**src/design/plmcr_consts.svh**
```systemverilog
// Offsets, field positions and reset values of the PHY LED and crossover control registers
`ifndef PLMCR_CONSTS_SVH
`define PLMCR_CONSTS_SVH

// Register indices; byte address is four times the index
`define PLMCR_IDX_ELAST 8'h17
`define PLMCR_IDX_LED 8'h18
`define PLMCR_IDX_PHY 8'h19
`define PLMCR_ADDR_ELAST (`PLMCR_IDX_ELAST << 2)
`define PLMCR_ADDR_LED (`PLMCR_IDX_LED << 2)
`define PLMCR_ADDR_PHY (`PLMCR_IDX_PHY << 2)

// Field positions
`define PLMCR_ELAST_LSB 0
`define PLMCR_ELAST_MSB 1
`define PLMCR_LED_OVR_BIT 4
`define PLMCR_LED_VAL_BIT 1
`define PLMCR_XO_EN_BIT 15
`define PLMCR_FORCE_XO_BIT 14
`define PLMCR_PAUSE_RX_BIT 13
`define PLMCR_PAUSE_TX_BIT 12
`define PLMCR_INJ_ERR_BIT 11

// Reset values
`define PLMCR_ELAST_RST 2'b01
`define PLMCR_LED_OVR_RST 1'b0
`define PLMCR_LED_VAL_RST 1'b0
`define PLMCR_FORCE_XO_RST 1'b0

// Bus responses
`define PLMCR_RESP_OKAY 2'b00
`define PLMCR_RESP_DECERR 2'b11

`endif

```
**src/design/plmcr_pkg.sv**
```systemverilog
// Types shared by the PHY LED and crossover control register block
package plmcr_pkg;

   // Elasticity tolerance codes
   typedef enum logic [1:0] {
      PLMCR_TOL_14 = 2'b00,
      PLMCR_TOL_2  = 2'b01,
      PLMCR_TOL_6  = 2'b10,
      PLMCR_TOL_10 = 2'b11
   } plmcr_tol_e;

   // Register select from address decode
   typedef enum logic [1:0] {
      PLMCR_SEL_NONE  = 2'b00,
      PLMCR_SEL_ELAST = 2'b01,
      PLMCR_SEL_LED   = 2'b10,
      PLMCR_SEL_PHY   = 2'b11
   } plmcr_sel_e;

   // Pause advertisement pair, bits 11:10 of an ability word
   typedef struct packed {
      logic asm_dir;
      logic pause;
   } plmcr_pause_s;

endpackage : plmcr_pkg

```
**src/design/plmcr_regs.sv**
```systemverilog
// PHY LED override, crossover and pause control registers behind AXI4-Lite
//
// Implementation choice: register access over AXI4-Lite.
`timescale 1ns/10ps
`include "plmcr_consts.svh"

module plmcr_regs #(
   parameter int ADDR_W = 8
) (
   // Clock and reset
   input  wire logic                      sys_clk,
   input  wire logic                      srst,
   // AXI4-Lite write address
   input  wire logic [ADDR_W-1:0]         s_axi_awaddr,
   input  wire logic                      s_axi_awvalid,
   output      logic                      s_axi_awready,
   // AXI4-Lite write data
   input  wire logic [31:0]               s_axi_wdata,
   input  wire logic [3:0]                s_axi_wstrb,
   input  wire logic                      s_axi_wvalid,
   output      logic                      s_axi_wready,
   // AXI4-Lite write response
   output      logic [1:0]                s_axi_bresp,
   output      logic                      s_axi_bvalid,
   input  wire logic                      s_axi_bready,
   // AXI4-Lite read address
   input  wire logic [ADDR_W-1:0]         s_axi_araddr,
   input  wire logic                      s_axi_arvalid,
   output      logic                      s_axi_arready,
   // AXI4-Lite read data
   output      logic [31:0]               s_axi_rdata,
   output      logic [1:0]                s_axi_rresp,
   output      logic                      s_axi_rvalid,
   input  wire logic                      s_axi_rready,
   // Straps and PHY status
   input  wire logic                      strap_auto_crossover,
   input  wire logic                      link_status_in,
   input  wire logic                      an_enable_in,
   input  wire logic                      crossover_detect_in,
   input  wire logic                      an_full_duplex_in,
   input  wire plmcr_pkg::plmcr_pause_s   local_advertisement,
   input  wire plmcr_pkg::plmcr_pause_s   partner_ability,
   // PHY controls
   output      logic                      link_indicator_out,
   output      logic                      tp_receive_on_transmit_pair,
   output      logic                      auto_crossover_active,
   output      logic [1:0]                rx_elastic_tolerance,
   output      logic [3:0]                rx_elastic_slack_bits,
   output      logic                      selftest_inject_error,
   output      logic                      pause_rx_enable,
   output      logic                      pause_tx_enable
);

   // Elaboration check on address width
   if (ADDR_W < 8) begin : g_chk
      $error("plmcr_regs needs ADDR_W of at least 8");
   end

   // Address decode, shared by read and write paths
   function automatic plmcr_pkg::plmcr_sel_e reg_sel(input logic [ADDR_W-1:0] a);
      // Whole-address compare, so upper bits must be zero at any width
      if (a == ADDR_W'(`PLMCR_ADDR_ELAST)) begin
         return plmcr_pkg::PLMCR_SEL_ELAST;
      end
      if (a == ADDR_W'(`PLMCR_ADDR_LED)) begin
         return plmcr_pkg::PLMCR_SEL_LED;
      end
      if (a == ADDR_W'(`PLMCR_ADDR_PHY)) begin
         return plmcr_pkg::PLMCR_SEL_PHY;
      end
      return plmcr_pkg::PLMCR_SEL_NONE;
   endfunction : reg_sel

   // Tolerance in bits per code
   function automatic logic [3:0] tol_bits(input logic [1:0] code);
      unique case (plmcr_pkg::plmcr_tol_e'(code))
         plmcr_pkg::PLMCR_TOL_14: return 4'he;
         plmcr_pkg::PLMCR_TOL_2:  return 4'h2;
         plmcr_pkg::PLMCR_TOL_6:  return 4'h6;
         plmcr_pkg::PLMCR_TOL_10: return 4'ha;
      endcase
   endfunction : tol_bits

   logic [1:0]        elast_reg;
   logic              led_ovr_reg;
   logic              led_val_reg;
   logic              xo_en_reg;
   logic              force_xo_reg;
   logic              inj_err_reg;
   logic              pause_rx_reg;
   logic              pause_tx_reg;
   logic [ADDR_W-1:0] awaddr_reg;
   logic [31:0]       wdata_reg;
   logic [3:0]        wstrb_reg;
   logic              awready_reg;
   logic              wready_reg;
   logic              bvalid_reg;
   logic [1:0]        bresp_reg;
   logic              arready_reg;
   logic              rvalid_reg;
   logic [31:0]       rdata_reg;
   logic [1:0]        rresp_reg;
   logic              link_out_reg;
   logic              tp_cross_reg;
   logic              auto_act_reg;
   logic [3:0]        slack_reg;
   logic              wr_fire;
   logic              lo_en;
   logic              hi_en;
   plmcr_pkg::plmcr_sel_e wr_sel;
   logic [31:0]       rd_next;

   // Write fires once both address and data are held and no response pends
   assign wr_fire = !awready_reg && !wready_reg && !bvalid_reg;
   assign wr_sel  = reg_sel(awaddr_reg);
   assign lo_en   = wr_fire && wstrb_reg[0];
   assign hi_en   = wr_fire && wstrb_reg[1];

   // Write address channel; ready drops while an address is held
   always_ff @(posedge sys_clk) begin
      if (srst) begin
         awready_reg <= 1'b1;
         awaddr_reg  <= '0;
      end else if (s_axi_awvalid && awready_reg) begin
         awready_reg <= 1'b0;
         awaddr_reg  <= s_axi_awaddr;
      end else if (bvalid_reg && s_axi_bready) begin
         awready_reg <= 1'b1;
      end
   end

   // Write data channel, taken independently of the address
   always_ff @(posedge sys_clk) begin
      if (srst) begin
         wready_reg <= 1'b1;
         wdata_reg  <= '0;
         wstrb_reg  <= '0;
      end else if (s_axi_wvalid && wready_reg) begin
         wready_reg <= 1'b0;
         wdata_reg  <= s_axi_wdata;
         wstrb_reg  <= s_axi_wstrb;
      end else if (bvalid_reg && s_axi_bready) begin
         wready_reg <= 1'b1;
      end
   end

   // Write response; unmapped addresses answer DECERR
   always_ff @(posedge sys_clk) begin
      if (srst) begin
         bvalid_reg <= 1'b0;
         bresp_reg  <= `PLMCR_RESP_OKAY;
      end else if (wr_fire) begin
         bvalid_reg <= 1'b1;
         bresp_reg  <= (wr_sel == plmcr_pkg::PLMCR_SEL_NONE) ? `PLMCR_RESP_DECERR
                                                             : `PLMCR_RESP_OKAY;
      end else if (s_axi_bready) begin
         bvalid_reg <= 1'b0;
      end
   end

   always_ff @(posedge sys_clk) begin
      if (srst) begin
         elast_reg <= `PLMCR_ELAST_RST;
      end else if (lo_en && wr_sel == plmcr_pkg::PLMCR_SEL_ELAST) begin
         elast_reg <= wdata_reg[`PLMCR_ELAST_MSB:`PLMCR_ELAST_LSB];
      end
   end

   // only bits 4 and 1 are stored, upper byte ignored
   always_ff @(posedge sys_clk) begin
      if (srst) begin
         led_ovr_reg <= `PLMCR_LED_OVR_RST;
         led_val_reg <= `PLMCR_LED_VAL_RST;
      end else if (lo_en && wr_sel == plmcr_pkg::PLMCR_SEL_LED) begin
         led_ovr_reg <= wdata_reg[`PLMCR_LED_OVR_BIT];
         led_val_reg <= wdata_reg[`PLMCR_LED_VAL_BIT];
      end
   end

   // strap caught at reset, software may overwrite later
   always_ff @(posedge sys_clk) begin
      if (srst) begin
         xo_en_reg <= strap_auto_crossover;
      end else if (hi_en && wr_sel == plmcr_pkg::PLMCR_SEL_PHY) begin
         xo_en_reg <= wdata_reg[`PLMCR_XO_EN_BIT];
      end
   end

   always_ff @(posedge sys_clk) begin
      if (srst) begin
         force_xo_reg <= `PLMCR_FORCE_XO_RST;
      end else if (hi_en && wr_sel == plmcr_pkg::PLMCR_SEL_PHY) begin
         force_xo_reg <= wdata_reg[`PLMCR_FORCE_XO_BIT];
      end
   end

   always_ff @(posedge sys_clk) begin
      if (srst) begin
         inj_err_reg <= 1'b0;
      end else begin
         inj_err_reg <= hi_en && wr_sel == plmcr_pkg::PLMCR_SEL_PHY
                        && wdata_reg[`PLMCR_INJ_ERR_BIT];
      end
   end

   // pause resolution, gated by full-duplex outcome
   always_ff @(posedge sys_clk) begin
      if (srst) begin
         pause_rx_reg <= 1'b0;
         pause_tx_reg <= 1'b0;
      end else begin
         pause_tx_reg <= an_full_duplex_in && partner_ability.pause
                         && (local_advertisement.pause
                             || (local_advertisement.asm_dir && partner_ability.asm_dir));
         pause_rx_reg <= an_full_duplex_in && local_advertisement.pause
                         && (partner_ability.pause
                             || (local_advertisement.asm_dir && partner_ability.asm_dir));
      end
   end

   always_ff @(posedge sys_clk) begin
      if (srst) begin
         link_out_reg <= 1'b0;
      end else begin
         link_out_reg <= led_ovr_reg ? led_val_reg : link_status_in;
      end
   end

   // pair selection; force wins over automatic detection
   // automatic crossover held off without auto-negotiation
   always_ff @(posedge sys_clk) begin
      if (srst) begin
         auto_act_reg <= 1'b0;
         tp_cross_reg <= 1'b0;
      end else begin
         auto_act_reg <= xo_en_reg && an_enable_in;
         tp_cross_reg <= force_xo_reg || (xo_en_reg && an_enable_in && crossover_detect_in);
      end
   end

   // slack size handed to the receive elasticity buffer
   always_ff @(posedge sys_clk) begin
      if (srst) begin
         slack_reg <= 4'h0;
      end else begin
         slack_reg <= tol_bits(elast_reg);
      end
   end

   // read mux returns stored settings and resolved pause status; reserved bits zero
   always_comb begin
      rd_next = 32'h0000_0000;
      unique case (reg_sel(s_axi_araddr))
         plmcr_pkg::PLMCR_SEL_ELAST: begin
            rd_next[`PLMCR_ELAST_MSB:`PLMCR_ELAST_LSB] = elast_reg;
         end
         plmcr_pkg::PLMCR_SEL_LED: begin
            rd_next[`PLMCR_LED_OVR_BIT] = led_ovr_reg;
            rd_next[`PLMCR_LED_VAL_BIT] = led_val_reg;
         end
         plmcr_pkg::PLMCR_SEL_PHY: begin
            rd_next[`PLMCR_XO_EN_BIT]    = xo_en_reg;
            rd_next[`PLMCR_FORCE_XO_BIT] = force_xo_reg;
            rd_next[`PLMCR_PAUSE_RX_BIT] = pause_rx_reg;
            rd_next[`PLMCR_PAUSE_TX_BIT] = pause_tx_reg;
            rd_next[`PLMCR_INJ_ERR_BIT]  = inj_err_reg;
         end
         plmcr_pkg::PLMCR_SEL_NONE: begin
            rd_next = 32'h0000_0000;
         end
      endcase
   end

   // Read channel; one read in flight
   always_ff @(posedge sys_clk) begin
      if (srst) begin
         arready_reg <= 1'b1;
         rvalid_reg  <= 1'b0;
         rdata_reg   <= '0;
         rresp_reg   <= `PLMCR_RESP_OKAY;
      end else if (s_axi_arvalid && arready_reg) begin
         arready_reg <= 1'b0;
         rvalid_reg  <= 1'b1;
         rdata_reg   <= rd_next;
         rresp_reg   <= (reg_sel(s_axi_araddr) == plmcr_pkg::PLMCR_SEL_NONE)
                        ? `PLMCR_RESP_DECERR : `PLMCR_RESP_OKAY;
      end else if (rvalid_reg && s_axi_rready) begin
         arready_reg <= 1'b1;
         rvalid_reg  <= 1'b0;
      end
   end

   // Outputs straight from flip-flops
   assign s_axi_awready               = awready_reg;
   assign s_axi_wready                = wready_reg;
   assign s_axi_bvalid                = bvalid_reg;
   assign s_axi_bresp                 = bresp_reg;
   assign s_axi_arready               = arready_reg;
   assign s_axi_rvalid                = rvalid_reg;
   assign s_axi_rdata                 = rdata_reg;
   assign s_axi_rresp                 = rresp_reg;
   assign link_indicator_out          = link_out_reg;
   assign tp_receive_on_transmit_pair = tp_cross_reg;
   assign auto_crossover_active       = auto_act_reg;
   assign rx_elastic_tolerance        = elast_reg;
   assign rx_elastic_slack_bits       = slack_reg;
   assign selftest_inject_error       = inj_err_reg;
   assign pause_rx_enable             = pause_rx_reg;
   assign pause_tx_enable             = pause_tx_reg;

   // Helper: which register the pending read targets
   plmcr_pkg::plmcr_sel_e rd_sel_reg;
   always_ff @(posedge sys_clk) begin
      if (srst) begin
         rd_sel_reg <= plmcr_pkg::PLMCR_SEL_NONE;
      end else if (s_axi_arvalid && arready_reg) begin
         rd_sel_reg <= reg_sel(s_axi_araddr);
      end
   end

   // Checks on reset values and register effects
   property p_elast_rst;
      @(posedge sys_clk) srst |=> elast_reg == 2'b01;
   endproperty
   a_elast_rst: assert property (p_elast_rst) else $error("elasticity reset not 01");

   property p_slack;
      @(posedge sys_clk) disable iff (srst)
         (elast_reg == 2'b00) [*2] |-> slack_reg == 4'he;
   endproperty
   a_slack: assert property (p_slack) else $error("slack not 14 for code 00");

   property p_led;
      @(posedge sys_clk) disable iff (srst)
         led_ovr_reg |=> link_indicator_out == $past(led_val_reg);
   endproperty
   a_led: assert property (p_led) else $error("LED override not applied");

   property p_led_norm;
      @(posedge sys_clk) disable iff (srst)
         !led_ovr_reg |=> link_indicator_out == $past(link_status_in);
   endproperty
   a_led_norm: assert property (p_led_norm) else $error("LED not following link");

   property p_led_read;
      @(posedge sys_clk) disable iff (srst)
         s_axi_arvalid && arready_reg && reg_sel(s_axi_araddr) == plmcr_pkg::PLMCR_SEL_LED
         |=> s_axi_rdata[4] == $past(led_ovr_reg) && s_axi_rdata[1] == $past(led_val_reg);
   endproperty
   a_led_read: assert property (p_led_read) else $error("LED read not stored value");

   property p_led_rsvd;
      @(posedge sys_clk) disable iff (srst)
         s_axi_rvalid && rd_sel_reg == plmcr_pkg::PLMCR_SEL_LED
         |-> s_axi_rdata[31:5] == '0 && s_axi_rdata[3:2] == 2'b00 && !s_axi_rdata[0];
   endproperty
   a_led_rsvd: assert property (p_led_rsvd) else $error("LED reserved bits nonzero");

   property p_strap;
      @(posedge sys_clk) srst |=> xo_en_reg == $past(strap_auto_crossover);
   endproperty
   a_strap: assert property (p_strap) else $error("strap not captured");

   property p_force;
      @(posedge sys_clk) disable iff (srst)
         force_xo_reg |=> tp_receive_on_transmit_pair;
   endproperty
   a_force: assert property (p_force) else $error("forced crossover not applied");

   property p_half_duplex;
      @(posedge sys_clk) disable iff (srst)
         !an_full_duplex_in |=> !pause_rx_enable && !pause_tx_enable;
   endproperty
   a_half_duplex: assert property (p_half_duplex) else $error("pause without full duplex");

   property p_pause_tx;
      @(posedge sys_clk) disable iff (srst)
         an_full_duplex_in && local_advertisement.pause && partner_ability.pause
         |=> pause_tx_enable && pause_rx_enable;
   endproperty
   a_pause_tx: assert property (p_pause_tx) else $error("symmetric pause not set");

   property p_inject;
      @(posedge sys_clk) disable iff (srst)
         inj_err_reg |=> !inj_err_reg;
   endproperty
   a_inject: assert property (p_inject) else $error("inject error not self clearing");

   c_write_phy: cover property (@(posedge sys_clk) wr_fire && wr_sel == plmcr_pkg::PLMCR_SEL_PHY);
   c_read_led: cover property (@(posedge sys_clk) s_axi_rvalid && rd_sel_reg == plmcr_pkg::PLMCR_SEL_LED);
   c_inject: cover property (@(posedge sys_clk) selftest_inject_error);

endmodule : plmcr_regs

```
**config.mk**
```make
export PLATFORM = sky130hd
export DESIGN_NAME = plmcr_regs
export DESIGN_NICKNAME = d
export VERILOG_FILES = /design/src/design/plmcr_pkg.sv /design/src/design/plmcr_regs.sv
export VERILOG_INCLUDE_DIRS = /design/src /design/src/design
export SDC_FILE = /design/constraint.sdc
export NUM_CORES = 1
export LEC_CHECK = 0
export BUFFER_PORTS_ARGS = -buffer_cell sky130_fd_sc_hd__buf_4
export CAP_MARGIN = 40
export CORE_UTILIZATION = 43
export CTS_CLUSTER_DIAMETER = 40
export CTS_CLUSTER_SIZE = 16
export DETAILED_ROUTE_END_ITERATION = 7
export PLACE_DENSITY = 0.88
export SLEW_MARGIN = 20
export SYNTH_ARGS = -nofsm -noshare
export SYNTH_HDL_FRONTEND = slang
export SYNTH_SLANG_ARGS = --single-unit
```
**constraint.sdc**
```tcl
create_clock -name sys_clk -period 1.8 [get_ports sys_clk]
set_input_delay 0.18 -clock sys_clk [delete_from_list [all_inputs] [get_ports sys_clk]]
set_output_delay 0.18 -clock sys_clk [all_outputs]
set_load 0.02 [all_outputs]
```
==> results.md <==
- Status: finished, violations left
- Failing checks: DRC
- Hold EP: tp_receive_on_transmit_pair
- Main synth FF type: dfxtp_1
- Die width: 71.0 µm
- Layout cells sized above 1: 0.291
- CTS tree: done
- YS warnings: 0
- Input/output buffers: 67
- Syn avg cell area: ~9 µm²
- Count of final hold-check violations: 0
- DP Worst Slack: around 0.13 ns
- Power Density: 802 mW/mm²
- DIE AREA: between 0.005 and 0.006 mm²
- Final HPWL from detailed placement: 3.29 mm
- Vias post-DR: 1757
- Peak supply drop: between 0.4 and 0.5 mV
- Layout area overhead: 27.2%
- Clk slew on worst S/H paths: 0.08 ns
- Drt via density: 5.01
- Register bit total from synthesis: 46
- Period minus WS final: ~1.7 ns
- Seq. cell area: about 930 µm²
- Initial core utilization: 0.457
- Final Slew Violations: 0
- Setup bufs post-CTS: 0
- CTS H-tree lvls: 2
- Post-synth ARST share: 0
- Critical path cell sequence: or4b_4 > nor4_4 > or2_2
- Worst skew pair latency: 0.29 ns
- Worst-case clock buffer depth: 2
- Post-synth EDFFs: 1
- Max Cap Viol: 0
- Filler instances: 389
- Reg2Reg Depth: 3
- GRT Overall Usage: 0.174
- Post-route setup slack: 0.122 ns
- Synthesized instance count: between 200 and 250
- Setup Viol. Count Final: 0
- CP max stage cell: or4b_4
- Crit end category: flop
- Initial DRC count: 84
- GR Overflow Total: 0
- Core Region: 0.00447 mm²
- Routed wire length: roughly 4.3 mm
- Arr. time, crit path: 1.69 ns
- Boundary pin count: 121
- Worst R2R Start: awaddr_reg[7]
- Slowest stage delay, CP: 0.58 ns
- Setup tns final: 0 ns
- Critical Path Fanout Max: 3
- CTS root buf: clkbuf_8
- Largest net degree at the start of global routing: 37
- TritonRoute pass-1 iters: 6
- F_max: 0.596 GHz
- Leakage: 1.18 nW
- Hold buffer count at CTS: 0
- Sequential area share after synthesis: 0.455
- Hold Crit Start: crossover_detect_in
- Initial antenna violation count: 0
- Hold crit path type: input port to flop
- Synth cell types: 37
- RR Endpoint: xo_en_reg
- Mapped cell area: 0.00205 mm²
- WP data required: ~1.8 ns
- CTS sink cnt: 46
- CP Launch Type: flop
- Die Ht: just over 70 µm
- Hold path cells: 2
- Vias in the first global route: ~1600
- Final period util: 0.932
- PostCTS Resize Cnt: 0
- WL/cell: roughly 12 µm
- CTS Buf Count: 5
- RSZ-0062 raised after global routing: no
- Final Non-Filler Cells: 351
- Std-Cell Rows: 24
- Worst Skew: 0.00783 ns
- Final antenna-violating net count: 0
- R2R setup slack: 0.12 ns
- GP Congestion: ~0.77
- Placed cells: around 340
- Final #Nets: around 370
- First-pass GRT wire length: 6.93 mm
- Diodes inserted: 0
- Critical path class: flop to flop
- DR DRC count: 8
- Footprint of the multi-input gates: 952 µm²
[per-layer routing]
metal	GRT usage	vias up	share of wire
met5	0	-	0
met4	0.0533	0	0.012
met3	0.0442	5	0.061
met2	0.328	62	0.51
met1	0.189	808	0.42
li1	-	882	-
[cell usage after synthesis (all sizes together) (2+ instances only)]
| cell type | n | area [µm²] |
|---|---|---|
| mux2i | 6 | 60.1 |
| o21ai | 2 | 10.0 |
| dfxtp | 45 | 901 |
| buf | 30 | 215 |
| nor4b | 3 | 32.5 |
| a21oi | 28 | 140 |
| inv | 3 | 11.3 |
| and3 | 2 | 12.5 |
| nor4bb | 2 | 20.0 |
| and2 | 6 | 37.5 |
| nand2 | 39 | 146 |
| nand3 | 17 | 85.1 |
| ha | 2 | 25.0 |
| nor2 | 8 | 30.0 |
| nand2b | 3 | 18.8 |
| and4b | 2 | 20.0 |
| clkbuf | 7 | 26.3 |
| nand4 | 8 | 50.1 |
| nor4 | 2 | 42.5 |
| a21o | 3 | 22.5 |
[kinds of logic after synthesis]
group | count (synthesis) | synth area share
compound gates | 38 | 0.105
fa+ha+maj | 2 | 0.0122
buf+inv | 40 | 0.124
flops | 46 | 0.455
mux | 7 | 0.0349
other cells | 1 | 0.00183
simple gates | 98 | 0.268
[power breakdown]
group          leakage (nW)  internal, mW  switching (mW)
logic                 0.753         0.133           0.188
clock network        0.0506         0.359           0.317
registers             0.378          1.06          0.0264
[layout by cell type (no fill, tap or decap), types with 2 or more instances in the layout]
cell type	n
mux2i_1	6
ha_1	2
and4b_1	2
clkbuf_1	2
nor4b_1	2
nand2_1	39
nor4bb_1	2
nand3_1	17
clkbuf_8	5
inv_1	3
nand2b_1	3
conb_1	25
o21ai_0	2
a21o_1	3
dfxtp_1	45
and2_1	6
nand4_1	8
and3_1	2
nor2_1	8
a21oi_1	28
buf_4	72
nor4_4	2
[how the worst max path moves through the flow]
stage,startpoint,endpoint,slack [ns],depth (start not counted)
2_1_floorplan,awaddr_reg[7],xo_en_reg,0.20,3
3_3_place_gp,awaddr_reg[7],xo_en_reg,0.14,3
3_5_place_dp,awaddr_reg[7],xo_en_reg,0.13,3
4_1_cts,awaddr_reg[7],xo_en_reg,0.11,3
5_1_grt,awaddr_reg[7],xo_en_reg,0.07,3
6_report,awaddr_reg[7],xo_en_reg,0.12,3
[critical path, delay by kind of cell (launching register included)]
family	cells	cell delay, ns
simple gates	3	1.07
flops	1	0.33
[layout make-up]
cell class              instances  area share
multi-input cells             170       0.366
well taps                      52      0.0250
clock buffers                   8      0.0390
inverters                       3     0.00433
repair buffers                 72       0.208
flip-flops and latches         46       0.358
[per-stage QoR]
stage               power, mW  hold slack, ns   util  area [µm²]
floorplan                1.34           0.301      -        2140
global placement         1.42           0.389  0.559        2500
detailed placement       1.43           0.395  0.559        2500
CTS                      2.10          0.0908  0.581        2600
global route             2.17           0.102  0.581        2600
finish                   2.09           0.101  0.581        2600
(Power assumes the default switching activity.)
